File: src/scs_pkg.sv
// Package with register map, field layout and constants for speed command block
package scs_pkg;

	// ****************************************************************
	// Widths
	// ****************************************************************
	localparam int SPD_W  = 16;
	localparam int POS_W  = 32;
	localparam int ADDR_W = 8;
	localparam int DATA_W = 16;

	// ****************************************************************
	// Register offsets
	// ****************************************************************
	localparam logic [ADDR_W-1:0] ADR_ZLOCK_THR   = 8'h00;
	localparam logic [ADDR_W-1:0] ADR_JOG_SPEED   = 8'h01;
	localparam logic [ADDR_W-1:0] ADR_CONS_THR    = 8'h02;
	localparam logic [ADDR_W-1:0] ADR_REACH_THR   = 8'h03;
	localparam logic [ADDR_W-1:0] ADR_ZERO_THR    = 8'h04;
	localparam logic [ADDR_W-1:0] ADR_ACC_THR     = 8'h05;
	localparam logic [ADDR_W-1:0] ADR_FB_FILT     = 8'h06;
	localparam logic [ADDR_W-1:0] ADR_DISP_FILT   = 8'h07;
	localparam logic [ADDR_W-1:0] ADR_FILT_SPEED  = 8'h08;
	localparam logic [ADDR_W-1:0] ADR_DISP_SPEED  = 8'h09;
	localparam logic [ADDR_W-1:0] ADR_SPEED_OUT   = 8'h0A;
	localparam logic [ADDR_W-1:0] ADR_STATUS      = 8'h0B;
	localparam logic [ADDR_W-1:0] ADR_CTRL        = 8'h0C;

	// ****************************************************************
	// Reset values
	// ****************************************************************
	localparam logic [SPD_W-1:0] RST_ZLOCK_THR = 16'h0005;
	localparam logic [SPD_W-1:0] RST_JOG_SPEED = 16'h0014;
	localparam logic [SPD_W-1:0] RST_CONS_THR  = 16'h000A;
	localparam logic [SPD_W-1:0] RST_REACH_THR = 16'h03E8;
	localparam logic [SPD_W-1:0] RST_ZERO_THR  = 16'h000A;
	localparam logic [SPD_W-1:0] RST_ACC_THR   = 16'h000A;
	localparam logic [3:0]       RST_FB_FILT   = 4'h2;
	localparam logic [3:0]       RST_DISP_FILT = 4'h8;
	localparam logic [SPD_W-1:0] RST_ZERO_SPD  = 16'h0000;

	// ****************************************************************
	// Control and status field positions
	// ****************************************************************
	localparam int CTRL_SPEED_MODE = 0;
	localparam int FILT_SHIFT_W    = 4;
	localparam int ST_CONSISTENT   = 0;
	localparam int ST_REACHED      = 1;
	localparam int ST_ZERO         = 2;
	localparam int ST_ACCEL        = 3;
	localparam int ST_DECEL        = 4;
	localparam int ST_FWD          = 5;
	localparam int ST_REV          = 6;
	localparam int ST_LOCKED       = 7;

	// Digital function inputs
	typedef struct packed {
		logic zero_lock_enable_in;
		logic fwd_jog_in;
		logic rev_jog_in;
		logic cmd_invert_in;
		logic speed_pause_in;
	} scs_din_t;

	// Speed status flags
	typedef struct packed {
		logic speed_consistent_out;
		logic speed_reached_out;
		logic zero_speed_out;
		logic accelerating_out;
		logic decelerating_out;
		logic fwd_rotation_out;
		logic rev_rotation_out;
	} scs_status_t;

	typedef enum logic {
		ST_FOLLOW,
		ST_ZLOCK
	} scs_lock_t;

	// Magnitude of a signed speed, saturating the most negative value
	function automatic logic [SPD_W-1:0] scs_abs(input logic signed [SPD_W-1:0] v);
		if (v == {1'b1, {(SPD_W-1){1'b0}}})
			scs_abs = {1'b0, {(SPD_W-1){1'b1}}};
		else if (v < 0)
			scs_abs = SPD_W'(-v);
		else
			scs_abs = v;
	endfunction : scs_abs

endpackage : scs_pkg

File: src/scs_speed_cmd.sv
// Speed-mode command conditioning and speed status flags
//
// Decided for this implementation: strobed register access and the address map.
`timescale 1ns/1ns
module scs_speed_cmd
	import scs_pkg::*;
(
	input  wire logic                     CLK_SYS_IN,
	input  wire logic                     NRST_IN,
	input  wire logic [ADDR_W-1:0]        ADDR_IN,
	input  wire logic [DATA_W-1:0]        WDATA_IN,
	input  wire logic                     WR_IN,
	input  wire logic                     RD_IN,
	output logic [DATA_W-1:0]             RDATA_OUT,
	input  wire scs_pkg::scs_din_t        DIN_IN,
	input  wire logic signed [SPD_W-1:0]  SPEED_CMD_IN,
	input  wire logic signed [SPD_W-1:0]  SPEED_FB_IN,
	input  wire logic signed [POS_W-1:0]  POS_FB_IN,
	output logic signed [SPD_W-1:0]       SPEED_OUT,
	output logic                          ZERO_LOCK_OUT,
	output scs_pkg::scs_status_t          STATUS_OUT
);
	import scs_pkg::*;

	// ****************************************************************
	// Input synchronisers
	// ****************************************************************
	scs_din_t din_m_q;
	scs_din_t din_q;

	// Digital inputs come from pins: two flops before use
	always_ff @(posedge CLK_SYS_IN or negedge NRST_IN)
	begin
		if (!NRST_IN)
		begin
			din_m_q <= '0;
			din_q   <= '0;
		end
		else
		begin
			din_m_q <= DIN_IN;
			din_q   <= din_m_q;
		end
	end

	// ****************************************************************
	// Register file
	// ****************************************************************
	logic [SPD_W-1:0]        zero_lock_speed_threshold_q;
	logic [SPD_W-1:0]        jog_speed_setting_q;
	logic [SPD_W-1:0]        speed_consistency_threshold_q;
	logic [SPD_W-1:0]        speed_reaching_threshold_q;
	logic [SPD_W-1:0]        zero_speed_threshold_q;
	logic [SPD_W-1:0]        accel_decel_threshold_q;
	logic [FILT_SHIFT_W-1:0] feedback_filter_time_q;
	logic [FILT_SHIFT_W-1:0] display_filter_time_q;
	logic                    speed_mode_q;

	// Software writes; one cycle, no wait
	always_ff @(posedge CLK_SYS_IN or negedge NRST_IN)
	begin
		if (!NRST_IN)
		begin
			zero_lock_speed_threshold_q   <= RST_ZLOCK_THR;
			jog_speed_setting_q           <= RST_JOG_SPEED;
			speed_consistency_threshold_q <= RST_CONS_THR;
			speed_reaching_threshold_q    <= RST_REACH_THR;
			zero_speed_threshold_q        <= RST_ZERO_THR;
			accel_decel_threshold_q       <= RST_ACC_THR;
			feedback_filter_time_q        <= RST_FB_FILT;
			display_filter_time_q         <= RST_DISP_FILT;
			speed_mode_q                  <= 1'b1;
		end
		else if (WR_IN)
		begin
			unique case (ADDR_IN)
				ADR_ZLOCK_THR: zero_lock_speed_threshold_q   <= WDATA_IN;
				ADR_JOG_SPEED: jog_speed_setting_q           <= WDATA_IN;
				ADR_CONS_THR:  speed_consistency_threshold_q <= WDATA_IN;
				ADR_REACH_THR: speed_reaching_threshold_q    <= WDATA_IN;
				ADR_ZERO_THR:  zero_speed_threshold_q        <= WDATA_IN;
				ADR_ACC_THR:   accel_decel_threshold_q       <= WDATA_IN;
				ADR_FB_FILT:
					feedback_filter_time_q <= WDATA_IN[FILT_SHIFT_W-1:0];
				ADR_DISP_FILT:
					display_filter_time_q <= WDATA_IN[FILT_SHIFT_W-1:0];
				ADR_CTRL:      speed_mode_q <= WDATA_IN[CTRL_SPEED_MODE];
				default: ;
			endcase
		end
	end

	// ****************************************************************
	// Speed feedback filters
	// ****************************************************************
	logic signed [SPD_W-1:0] filtered_actual_speed;
	logic signed [SPD_W-1:0] display_speed;

	// Control filter drives all status decisions
	scs_lpf #(.W(SPD_W)) u_fb_filt (
		.clk_in   (CLK_SYS_IN),
		.nrst_in  (NRST_IN),
		.x_in     (SPEED_FB_IN),
		.shift_in (feedback_filter_time_q),
		.y_out    (filtered_actual_speed)
	);

	// Display copy has its own constant, so a slow display never delays control
	scs_lpf #(.W(SPD_W)) u_disp_filt (
		.clk_in   (CLK_SYS_IN),
		.nrst_in  (NRST_IN),
		.x_in     (SPEED_FB_IN),
		.shift_in (display_filter_time_q),
		.y_out    (display_speed)
	);

	// ****************************************************************
	// Command conditioning
	// ****************************************************************
	logic signed [SPD_W+1:0] cmd_wide;
	logic signed [SPD_W-1:0] cmd_mod;
	logic signed [SPD_W-1:0] cmd_final;

	// Invert, then jog, saturate, then pause last
	always_comb
	begin
		cmd_wide = (SPD_W+2)'(SPEED_CMD_IN);
		if (din_q.cmd_invert_in)
			cmd_wide = -cmd_wide;
		if (speed_mode_q && din_q.fwd_jog_in)
			cmd_wide = cmd_wide + (SPD_W+2)'(jog_speed_setting_q);
		if (speed_mode_q && din_q.rev_jog_in)
			cmd_wide = cmd_wide - (SPD_W+2)'(jog_speed_setting_q);
		if (cmd_wide > 18'sd32767)
			cmd_mod = 16'sh7FFF;
		else if (cmd_wide < -18'sd32767)
			cmd_mod = -16'sh7FFF;
		else
			cmd_mod = cmd_wide[SPD_W-1:0];
		cmd_final = din_q.speed_pause_in ? '0 : cmd_mod;
	end

	// ****************************************************************
	// Zero-position lock
	// ****************************************************************
	scs_lock_t         lock_q;
	logic              lock_cond;
	logic signed [POS_W-1:0] lock_pos_q;
	logic signed [POS_W-1:0] pos_err;
	logic signed [SPD_W-1:0] hold_cmd;

	assign lock_cond = speed_mode_q && din_q.zero_lock_enable_in &&
		(scs_abs(cmd_final) <= zero_lock_speed_threshold_q);

	// Lock entry and exit
	always_ff @(posedge CLK_SYS_IN or negedge NRST_IN)
	begin
		if (!NRST_IN)
			lock_q <= ST_FOLLOW;
		else
		begin
			unique case (lock_q)
				ST_FOLLOW:
					if (lock_cond)
						lock_q <= ST_ZLOCK;
				ST_ZLOCK:
					if (!lock_cond)
						lock_q <= ST_FOLLOW;
			endcase
		end
	end

	// Position captured on the entry edge
	always_ff @(posedge CLK_SYS_IN or negedge NRST_IN)
	begin
		if (!NRST_IN)
			lock_pos_q <= '0;
		else if (lock_q == ST_FOLLOW && lock_cond)
			lock_pos_q <= POS_FB_IN;
	end

	// Proportional hold; deadband of one pulse keeps it from hunting
	always_comb
	begin
		pos_err = lock_pos_q - POS_FB_IN;
		if (pos_err > 32'sd1 || pos_err < -32'sd1)
		begin
			if (pos_err > 32'sd32767)
				hold_cmd = 16'sh7FFF;
			else if (pos_err < -32'sd32767)
				hold_cmd = -16'sh7FFF;
			else
				hold_cmd = pos_err[SPD_W-1:0];
		end
		else
			hold_cmd = '0;
	end

	// Output command register
	always_ff @(posedge CLK_SYS_IN or negedge NRST_IN)
	begin
		if (!NRST_IN)
			SPEED_OUT <= RST_ZERO_SPD;
		else if (lock_q == ST_ZLOCK)
			SPEED_OUT <= hold_cmd;
		else
			SPEED_OUT <= cmd_final;
	end

	assign ZERO_LOCK_OUT = (lock_q == ST_ZLOCK);

	// ****************************************************************
	// Status flags
	// ****************************************************************
	logic signed [SPD_W-1:0] prev_speed_q;
	logic signed [SPD_W:0]   accel;
	logic [SPD_W:0]          acc_mag;
	logic signed [SPD_W:0]   cons_diff;
	logic [SPD_W:0]          cons_mag;
	logic [SPD_W-1:0]        spd_mag;

	always_comb
	begin
		accel     = (SPD_W+1)'(filtered_actual_speed) -
			(SPD_W+1)'(prev_speed_q);
		acc_mag   = (accel < 0) ? (SPD_W+1)'(-accel) : accel;
		cons_diff = (SPD_W+1)'(filtered_actual_speed) -
			(SPD_W+1)'(cmd_final);
		cons_mag  = (cons_diff < 0) ? (SPD_W+1)'(-cons_diff) : cons_diff;
		spd_mag   = scs_abs(filtered_actual_speed);
	end

	// Speed sample for the per-cycle derivative
	always_ff @(posedge CLK_SYS_IN or negedge NRST_IN)
	begin
		if (!NRST_IN)
			prev_speed_q <= '0;
		else
			prev_speed_q <= filtered_actual_speed;
	end

	// Flags registered; acceleration means magnitude rising
	always_ff @(posedge CLK_SYS_IN or negedge NRST_IN)
	begin
		if (!NRST_IN)
			STATUS_OUT <= '0;
		else
		begin
			STATUS_OUT.speed_consistent_out <=
				cons_mag < (SPD_W+1)'(speed_consistency_threshold_q);
			STATUS_OUT.speed_reached_out <=
				spd_mag > speed_reaching_threshold_q;
			STATUS_OUT.zero_speed_out <=
				spd_mag < zero_speed_threshold_q;
			STATUS_OUT.accelerating_out <=
				(spd_mag > scs_abs(prev_speed_q)) &&
				(acc_mag > (SPD_W+1)'(accel_decel_threshold_q));
			STATUS_OUT.decelerating_out <=
				(spd_mag < scs_abs(prev_speed_q)) &&
				(acc_mag > (SPD_W+1)'(accel_decel_threshold_q));
			STATUS_OUT.fwd_rotation_out <= filtered_actual_speed >
				signed'({1'b0, zero_speed_threshold_q[SPD_W-2:0]});
			STATUS_OUT.rev_rotation_out <= filtered_actual_speed <
				-signed'({1'b0, zero_speed_threshold_q[SPD_W-2:0]});
		end
	end

	// ****************************************************************
	// Read port
	// ****************************************************************
	always_ff @(posedge CLK_SYS_IN or negedge NRST_IN)
	begin
		if (!NRST_IN)
			RDATA_OUT <= '0;
		else if (RD_IN)
		begin
			unique case (ADDR_IN)
				ADR_ZLOCK_THR:  RDATA_OUT <= zero_lock_speed_threshold_q;
				ADR_JOG_SPEED:  RDATA_OUT <= jog_speed_setting_q;
				ADR_CONS_THR:   RDATA_OUT <= speed_consistency_threshold_q;
				ADR_REACH_THR:  RDATA_OUT <= speed_reaching_threshold_q;
				ADR_ZERO_THR:   RDATA_OUT <= zero_speed_threshold_q;
				ADR_ACC_THR:    RDATA_OUT <= accel_decel_threshold_q;
				ADR_FB_FILT:
					RDATA_OUT <= DATA_W'(feedback_filter_time_q);
				ADR_DISP_FILT:
					RDATA_OUT <= DATA_W'(display_filter_time_q);
				ADR_FILT_SPEED: RDATA_OUT <= filtered_actual_speed;
				ADR_DISP_SPEED: RDATA_OUT <= display_speed;
				ADR_SPEED_OUT:  RDATA_OUT <= SPEED_OUT;
				ADR_STATUS:
					RDATA_OUT <= DATA_W'({ZERO_LOCK_OUT, STATUS_OUT});
				ADR_CTRL:       RDATA_OUT <= DATA_W'(speed_mode_q);
				default:        RDATA_OUT <= '0;
			endcase
		end
		else
			RDATA_OUT <= '0;
	end
endmodule : scs_speed_cmd

File: src/scs_lpf.sv
// First-order low-pass filter with shift-programmable time constant
`timescale 1ns/1ns
module scs_lpf
	import scs_pkg::*;
#(
	parameter int W = 16
)
(
	input  wire logic                    clk_in,
	input  wire logic                    nrst_in,
	input  wire logic signed [W-1:0]     x_in,
	input  wire logic [FILT_SHIFT_W-1:0] shift_in,
	output logic signed [W-1:0]          y_out
);
	// ****************************************************************
	// Accumulator
	// ****************************************************************
	// Extra fraction bits keep small steps from being lost at long constants
	localparam int FW = 16;
	logic signed [W+FW-1:0] acc_q;
	logic signed [W+FW-1:0] err;

	always_comb
	begin
		err = (W+FW)'(signed'({x_in, {FW{1'b0}}}) - acc_q);
	end

	// acc += (x - acc) >> shift
	always_ff @(posedge clk_in or negedge nrst_in)
	begin
		if (!nrst_in)
			acc_q <= '0;
		else
			acc_q <= acc_q + (err >>> shift_in);
	end

	assign y_out = acc_q[W+FW-1:FW];

endmodule : scs_lpf

File: config.mk
export PLATFORM = sky130hd
export DESIGN_NAME = scs_speed_cmd
export DESIGN_NICKNAME = d
export VERILOG_FILES = /design/src/scs_pkg.sv /design/src/scs_speed_cmd.sv /design/src/scs_lpf.sv
export SDC_FILE = /design/constraint.sdc
export NUM_CORES = 1
export LEC_CHECK = 0
export ABC_AREA = 0
export BUFFER_PORTS_ARGS = -buffer_cell sky130_fd_sc_hd__buf_4
export CAP_MARGIN = 20
export CORE_ASPECT_RATIO = 1.4
export CORE_UTILIZATION = 35
export CTS_CLUSTER_DIAMETER = 50
export DETAILED_ROUTE_END_ITERATION = 10
export GPL_TIMING_DRIVEN = 0
export HOLD_SLACK_MARGIN = 0.05
export PLACE_DENSITY = 0.57
export SETUP_SLACK_MARGIN = 0.5
export SLEW_MARGIN = 5
export SYNTH_ARGS = -nofsm -noshare
export SYNTH_HDL_FRONTEND = slang
export SYNTH_SLANG_ARGS = --single-unit
File: constraint.sdc
create_clock -name CLK_SYS_IN -period 26.4 [get_ports CLK_SYS_IN]
set_input_delay 1.32 -clock CLK_SYS_IN [delete_from_list [all_inputs] [get_ports CLK_SYS_IN]]
set_output_delay 1.32 -clock CLK_SYS_IN [all_outputs]
set_load 0.05 [all_outputs]
Yosys cells after proc, flatten, opt, wreduce, memory -nomap -nowiden:

Cells that the tools add are included.

* add/subtract/negate cells: 16
* $lt $le $gt $ge: 20
* eq/ne operators: 15
* shift operators: 2
* multiplexer cells: 21
* bitwise logic cells: 1
* reduce and logical (&&, ||, !) cells: 18

Operators by type and width (number)
* two-way mux 16 bit: 14
* one-hot mux 16 bit (13 select lines): 1
* subtractor 32 bit: 3
* adder 32 bit: 2
* >>> shifter 32 x 4 -> 32 bit: 2
* two-way mux 18 bit: 3
* == test 16 bit (second input constant): 3
* greater-than comparator 16 bit: 3
* less-than comparator 16 x 1 -> 1 bit (second input constant): 3
* less-than comparator 16 bit: 3
* negator 16 bit: 3
* == test 8 x 4 -> 1 bit (second input constant): 5
* less-than comparator 17 x 1 -> 1 bit (second input constant): 2
* two-way mux 17 bit: 2
* negator 17 bit: 2
* subtractor 16 x 16 -> 17 bit: 2
* == test 8 x 3 -> 1 bit (second input constant): 4
* greater-than comparator 32 x 16 -> 1 bit (second input constant): 1
* greater-than comparator 32 x 2 -> 1 bit (second input constant): 1
* less-than comparator 32 x 1 -> 1 bit (second input constant): 1
* less-than comparator 32 x 16 -> 1 bit (second input constant): 1
* adder 18 x 16 -> 18 bit: 1
* greater-than comparator 18 x 16 -> 1 bit (second input constant): 1
* less-than comparator 18 x 16 -> 1 bit (second input constant): 1
* 14 further kinds: 29

* register bits after elaboration: 267
* input bits: 97
* word-level logic and storage cells: 126

Logic depth before layout (Yosys ltp):

* depth after elaboration: 16
* mapped depth: 57
* gate-level depth less buffers: 55

Modules after synthesis:

Synthesis repeated with hierarchy kept, for this count alone.

* cells, all modules: 3702
* area, all modules: 30787.0 µm²

By module, submodules not included
* scs_speed_cmd: instances 1, cells each 2251, area an instance 19447.4 µm², sequential area each 5103.6 µm²
* scs_lpf (u_disp_filt): instances 1, cells each 745, area an instance 5690.5 µm², sequential area each 800.8 µm²
* scs_lpf (u_fb_filt): instances 1, cells each 706, area an instance 5649.2 µm², sequential area each 800.8 µm²

Worst setup path before layout:

Ideal clock, no wire load.

* path kind: input-to-reg
* start: input SPEED_CMD_IN[0]
* end: register STATUS_OUT[6] (netlist name)
* setup time: 78 ps
* arrival time: 10199 ps
* required time: 26322 ps
* slack: 16124 ps
* stages: 54
* buffers on the path: 3
* cell sequence: inv_1 -> ha_1 -> clkbuf_1 -> nand2b_1 -> xnor2_1 -> ha_1 -> nor2b_1 -> o31a_1 -> o41a_1 -> o21a_1 -> o31ai_1 -> ha_1 -> clkbuf_1 -> a21o_1 -> a21o_1 -> a21oi_1 -> o21ai_1 -> a31oi_1 -> [18 not listed] -> a21oi_1 -> nand2b_1 -> a31o_2 -> nand2_1 -> o21ai_0 -> ha_1 -> a21boi_0 -> o21a_1 -> o21a_1 -> o21ai_0 -> nand2b_1 -> a21oi_1 -> o21ai_0 -> a21oi_1 -> o21ai_0 -> o211ai_1 -> a21oi_1 -> a21oi_1

* longest elaborated chain between the ends: 14
* elaborated cells between the ends (all ways): 16
* those cells by class: 5 x add/sub; 4 x order compare; 7 x mux

RTL lines
* from (decl): RTL line scs_speed_cmd.sv:16 `input wire logic signed [SPD_W-1:0] SPEED_CMD_IN,`
* negator 16 -> 18 bit: RTL line scs_speed_cmd.sv:129 `cmd_wide = -cmd_wide;`
* two-way mux 18 bit (*): RTL line scs_speed_cmd.sv:128 `if (din_q.cmd_invert_in)`
* adder 18 x 16 -> 18 bit: RTL line scs_speed_cmd.sv:131 `cmd_wide = cmd_wide + (SPD_W+2)'(jog_speed_setting_q);`
* two-way mux 18 bit (*): RTL line scs_speed_cmd.sv:130 `if (speed_mode_q && din_q.fwd_jog_in)`
* subtractor 18 x 16 -> 18 bit: RTL line scs_speed_cmd.sv:133 `cmd_wide = cmd_wide - (SPD_W+2)'(jog_speed_setting_q);`
* two-way mux 18 bit (*): RTL line scs_speed_cmd.sv:132 `if (speed_mode_q && din_q.rev_jog_in)`
* less-than comparator 18 x 16 -> 1 bit: RTL line scs_speed_cmd.sv:136 `else if (cmd_wide < -18'sd32767)`
* two-way mux 16 bit: RTL line scs_speed_cmd.sv:136
* two-way mux 16 bit (*): RTL line scs_speed_cmd.sv:134 `if (cmd_wide > 18'sd32767)`
* two-way mux 16 bit (*): RTL line scs_speed_cmd.sv:140 `cmd_final = din_q.speed_pause_in ? '0 : cmd_mod;`
* subtractor 16 x 16 -> 17 bit (*): RTL line scs_speed_cmd.sv:227 `cons_diff = (SPD_W+1)'(filtered_actual_speed) -`
* negator 17 bit / less-than comparator 17 x 1 -> 1 bit (equally long branches): RTL line scs_speed_cmd.sv:229 `cons_mag = (cons_diff < 0) ? (SPD_W+1)'(-cons_diff) : cons_diff;`
* two-way mux 17 bit (*): RTL line scs_speed_cmd.sv:229
* less-than comparator 17 x 16 -> 1 bit (*): RTL line scs_speed_cmd.sv:250 `cons_mag < (SPD_W+1)'(speed_consistency_threshold_q);`
* to (decl): RTL line scs_speed_cmd.sv:21 `output scs_pkg::scs_status_t STATUS_OUT`

Every way passes the cells marked *; elsewhere a longest branch is shown, timed or not.
A chain may end at the register's enable or synchronous reset.

Worst setup path in the final report:

* start: input SPEED_CMD_IN[0]
* end: register lock_pos_q[20]

* longest elaborated chain between the ends: 16
* elaborated cells between the ends (all ways): 19
* those cells by class: 4 x add/sub; 4 x order compare; 1 x eq/ne; 8 x mux; 2 x reduce/logical

RTL lines
* negator 16 -> 18 bit: RTL line scs_speed_cmd.sv:129
* two-way mux 18 bit (*): RTL line scs_speed_cmd.sv:128
* adder 18 x 16 -> 18 bit: RTL line scs_speed_cmd.sv:131
* two-way mux 18 bit (*): RTL line scs_speed_cmd.sv:130
* subtractor 18 x 16 -> 18 bit: RTL line scs_speed_cmd.sv:133
* two-way mux 18 bit (*): RTL line scs_speed_cmd.sv:132
* less-than comparator 18 x 16 -> 1 bit: RTL line scs_speed_cmd.sv:136
* two-way mux 16 bit: RTL line scs_speed_cmd.sv:136
* two-way mux 16 bit (*): RTL line scs_speed_cmd.sv:134
* two-way mux 16 bit (*): RTL line scs_speed_cmd.sv:140
* negator 16 bit / less-than comparator 16 x 1 -> 1 bit (equally long branches): RTL line scs_pkg.sv:86, scs_pkg.sv:85
* two-way mux 16 bit: RTL line scs_pkg.sv:85 `else if (v < 0)`
* two-way mux 16 bit (*): RTL line scs_pkg.sv:83 `if (v == {1'b1, {(SPD_W-1){1'b0}}})`
* less-or-equal comparator 16 bit (*): RTL line scs_speed_cmd.sv:153 `(scs_abs(cmd_final) <= zero_lock_speed_threshold_q);`
* logical AND 1 bit (*): RTL line scs_speed_cmd.sv:152 `assign lock_cond = speed_mode_q && din_q.zero_lock_enable_in &&`
* logical AND 1 bit (*): RTL line scs_speed_cmd.sv:178 `else if (lock_q == ST_FOLLOW && lock_cond)`
* to (signal assigned): RTL line scs_speed_cmd.sv:177 `lock_pos_q <= '0;`
* to (signal assigned): RTL line scs_speed_cmd.sv:179 `lock_pos_q <= POS_FB_IN;`
* to (decl): RTL line scs_speed_cmd.sv:148 `logic signed [POS_W-1:0] lock_pos_q;`

Marks and branches as above.

==> results.yml <==
layout:
  post-route-util_pct: 40.1
  fillers: 8528
  nets: 4103
  layout_common_cells: "ha_1 (321), nor2_1 (270), a21oi_1 (264)"
  layout_commonest_cell: "ha_1"
  drive_gt1_share_pct: 12.1
  multi_input_area_um2: 20900
  syn_to_final_growth_pct: 13.0
  fin_cells: 4782
  regArea_um2: 6710
timing:
  slew_headroom_pct: 24.2
  finalCritPeriodShare_pct: 47.3
  tns_ns: 0
  rsz0062_at_grt: "no"
  setup_viol: 0
  fmax_ghz: 0.0801
  whs_ns: 0.344
  maxSlewViolCount: 0
  period_minus_slack_ns: 12.48
  tightest_slew_ns: 1.13
  final-hold-violation-count: 0
  clock_skew_ns: 0.0290
yosys:
  synth_fp_nets: 3923
  syn-instance-count: 3498
  ys_types: 96
  ys.flop_type: "dfrtp_1"
  ys_seq_elements: 267
  ys_seq_area_share_pct: 23.1
  synth.avg_cell_area_um2: 8.30
  netlist_area_um2: 29000
  synth_edf_count: 0
  async_flop_share_pct: 100
  synth_warnings: 0
global_routing:
  grt_use_total_pct: 24.7
  grt_pass1_wl_mm: 160
  grt_max_degree: 95
  antenna_found_initial: 4
  overflow: 0
  grt_pass1_vias: 27100
flow_run:
  cap_violations: 0
drt:
  drcViolationCount: 0
  wl_per_cell_um: 22.1
  wl_mm: 106
  vias: 27700
  vias_per_cell: 5.80
  firstDrtPassIters: 8
  ant_nets: 0
  drt_iter0_drc: 1858
setup_path:
  crit_family: "compound AO/OA/AOI/OAI gates"
  critical_path.startpoint_type: "primary input"
  path_class: "primary input to flip-flop"
  crit_required_ns: 26.86
  r2r_start: "din_q[1]"
  ff2ff_setup_slack_ns: 14.74
  reg2reg_to: "lock_pos_q[20]"
  reg2reg_depth: 40
  critical_path_arrival_ns: 12.93
  critPathMaxFanout: 10
  worst_path_most_repeated_cell: "o21a_1"
  max_stage_delay_ns: 0.85
  cp_num_buf_inv: 7
  endpoint_kind: "flip-flop"
  cpMaxStageDelayCell: "a211oi_1"
  crit_start: "SPEED_CMD_IN[0]"
pwr:
  p_leak_nw: 14.0
  p_total_mw: 4.45
  ir_worst_vdd_mv: 0.0856
  power_density_nw_per_um2: 135
clock_tree:
  htreeDepth: 2
  clk_latency_ns: 0.60
  cts_resized: 0
  cts_tree: "built"
  clkSinkCount: 267
  holdBufCountCts: 0
  cts_buffer_depth: 3
  cts_root_buf: "clkbuf_16"
  path_clk_slew_ns: 0.05
  numCtsBuffers: 40
  cts_setup_buffers: 0
die:
  core_um2: 81900
  die_x_um: 245
  dieArea_um2: 84200
  num_io_pins: 137
  row_count: 124
  start_util_pct: 35.5
  die_y_um: 343
place:
  placed_cells: 4707
  port_buffers: 132
  hpwlAfterDp_mm: 84.2
  globalplace.congestion: 0.963
hold_path:
  holdPathStages: 0
  hold_end: "din_q[0]"
  hp-start: "din_m_q[0]"
  hold_path_class: "flip-flop to flip-flop"
run_status:
  status: "finished, final reports clean"
[synthesized netlist by cell type (24+ instances only)]
| master | count | share of area (%) |
|---|---|---|
| xnor2_1 | 162 | 4.9 |
| mux2i_1 | 104 | 3.6 |
| nor2b_1 | 54 | 1.2 |
| or3_1 | 25 | 0.54 |
| o22ai_1 | 36 | 0.78 |
| ha_1 | 321 | 14 |
| xor2_1 | 77 | 2.3 |
| o21ai_0 | 188 | 3.2 |
| nand4_1 | 39 | 0.84 |
| o211ai_1 | 24 | 0.62 |
| o21a_1 | 67 | 1.7 |
| and2_1 | 36 | 0.78 |
| inv_1 | 253 | 3.3 |
| o31ai_1 | 26 | 0.67 |
| nand3_1 | 64 | 1.1 |
| nor4_1 | 24 | 0.52 |
| nand2b_1 | 49 | 1.1 |
| a22o_1 | 25 | 0.75 |
| clkbuf_1 | 107 | 1.4 |
| mux2_2 | 155 | 6.0 |
| and3_1 | 25 | 0.54 |
| dfrtp_1 | 248 | 21 |
| a211oi_1 | 59 | 1.5 |
| a21o_1 | 63 | 1.6 |
| nor2_1 | 270 | 3.5 |
| a221oi_1 | 33 | 1.0 |
| a22oi_1 | 24 | 0.62 |
| a31oi_1 | 59 | 1.3 |
| nor3_1 | 78 | 1.3 |
| a21oi_1 | 264 | 4.5 |
| nand2_1 | 228 | 2.9 |
[worst register-to-register path, delay by kind of cell, from the launching register on]
kind	cells	cell delay, ns
buf+inv	6	1.68
flops	1	0.40
mux	1	0.41
simple gates	5	0.72
fa+ha+maj	4	1.45
xor+xnor	1	0.25
compound gates	23	6.61
[flip-flops by register name, summed over array words and instances (netlist names), 7 cells and up]
signal and count:
lock_pos_q 32, zero_speed_threshold_q 16, jog_speed_setting_q 16, u_fb_filt.acc_q 32
zero_lock_speed_threshold_q 16, STATUS_OUT 7, SPEED_OUT 16, u_disp_filt.acc_q 32
accel_decel_threshold_q 16, speed_consistency_threshold_q 16, speed_reaching_threshold_q 16, prev_speed_q 16
RDATA_OUT 16
[area by class of cell]
| type | instances | area share, % |
|---|---|---|
| clock inverter | 25 | 0.762 |
| sequential | 267 | 20.4 |
| buffer | 126 | 1.47 |
| antenna | 1 | 0.00762 |
| timing repair buffer | 138 | 3.34 |
| clock buffer | 49 | 3.30 |
| tap | 1071 | 4.08 |
| inverter | 257 | 2.94 |
| multi-input combinational | 2848 | 63.7 |
[metal layers]
layer	vias up	wire [µm]	track usage, %
met5	-	40	0
met3	296	6880	4.29
met4	8	6680	14.1
met2	954	49900	42.4
li1	13300	-	-
met1	13200	42000	28.9
[through the flow]
stage | instance area (µm²) | worst slack, ns
final | 32800 | 13.92
after global routing | 32800 | 13.16
after CTS | 32800 | 14.05
after detailed placement | 31500 | 13.51
after global placement | 31400 | 13.55
after floorplan | 29000 | 16.12
[kinds of logic after synthesis]
group                    share of synthesized area (%)
adder cells (fa/ha/maj)                           14.3
other                                           0.0129
AND/OR/NAND/NOR                                   16.5
buffers and inverters                             4.98
multiplexers                                      9.98
AO/OA/AOI/OAI                                     23.7
flip-flops                                        23.1
XOR/XNOR                                          7.40
[how the worst max path moves through the flow]
stage,end,cells after the start
floorplan,STATUS_OUT[6],54
global placement,lock_pos_q[17],43
detailed placement,lock_pos_q[20],43
CTS,lock_pos_q[20],43
global route,lock_pos_q[20],42
finish,lock_pos_q[20],43
[power by group]
group	leakage, nW	switching (mW)	internal, mW
logic	10.0	1.78	1.38
clock network	0.638	0.227	0.311
registers	3.33	0.226	0.520
Note: power is estimated with default switching activity, not from simulation.
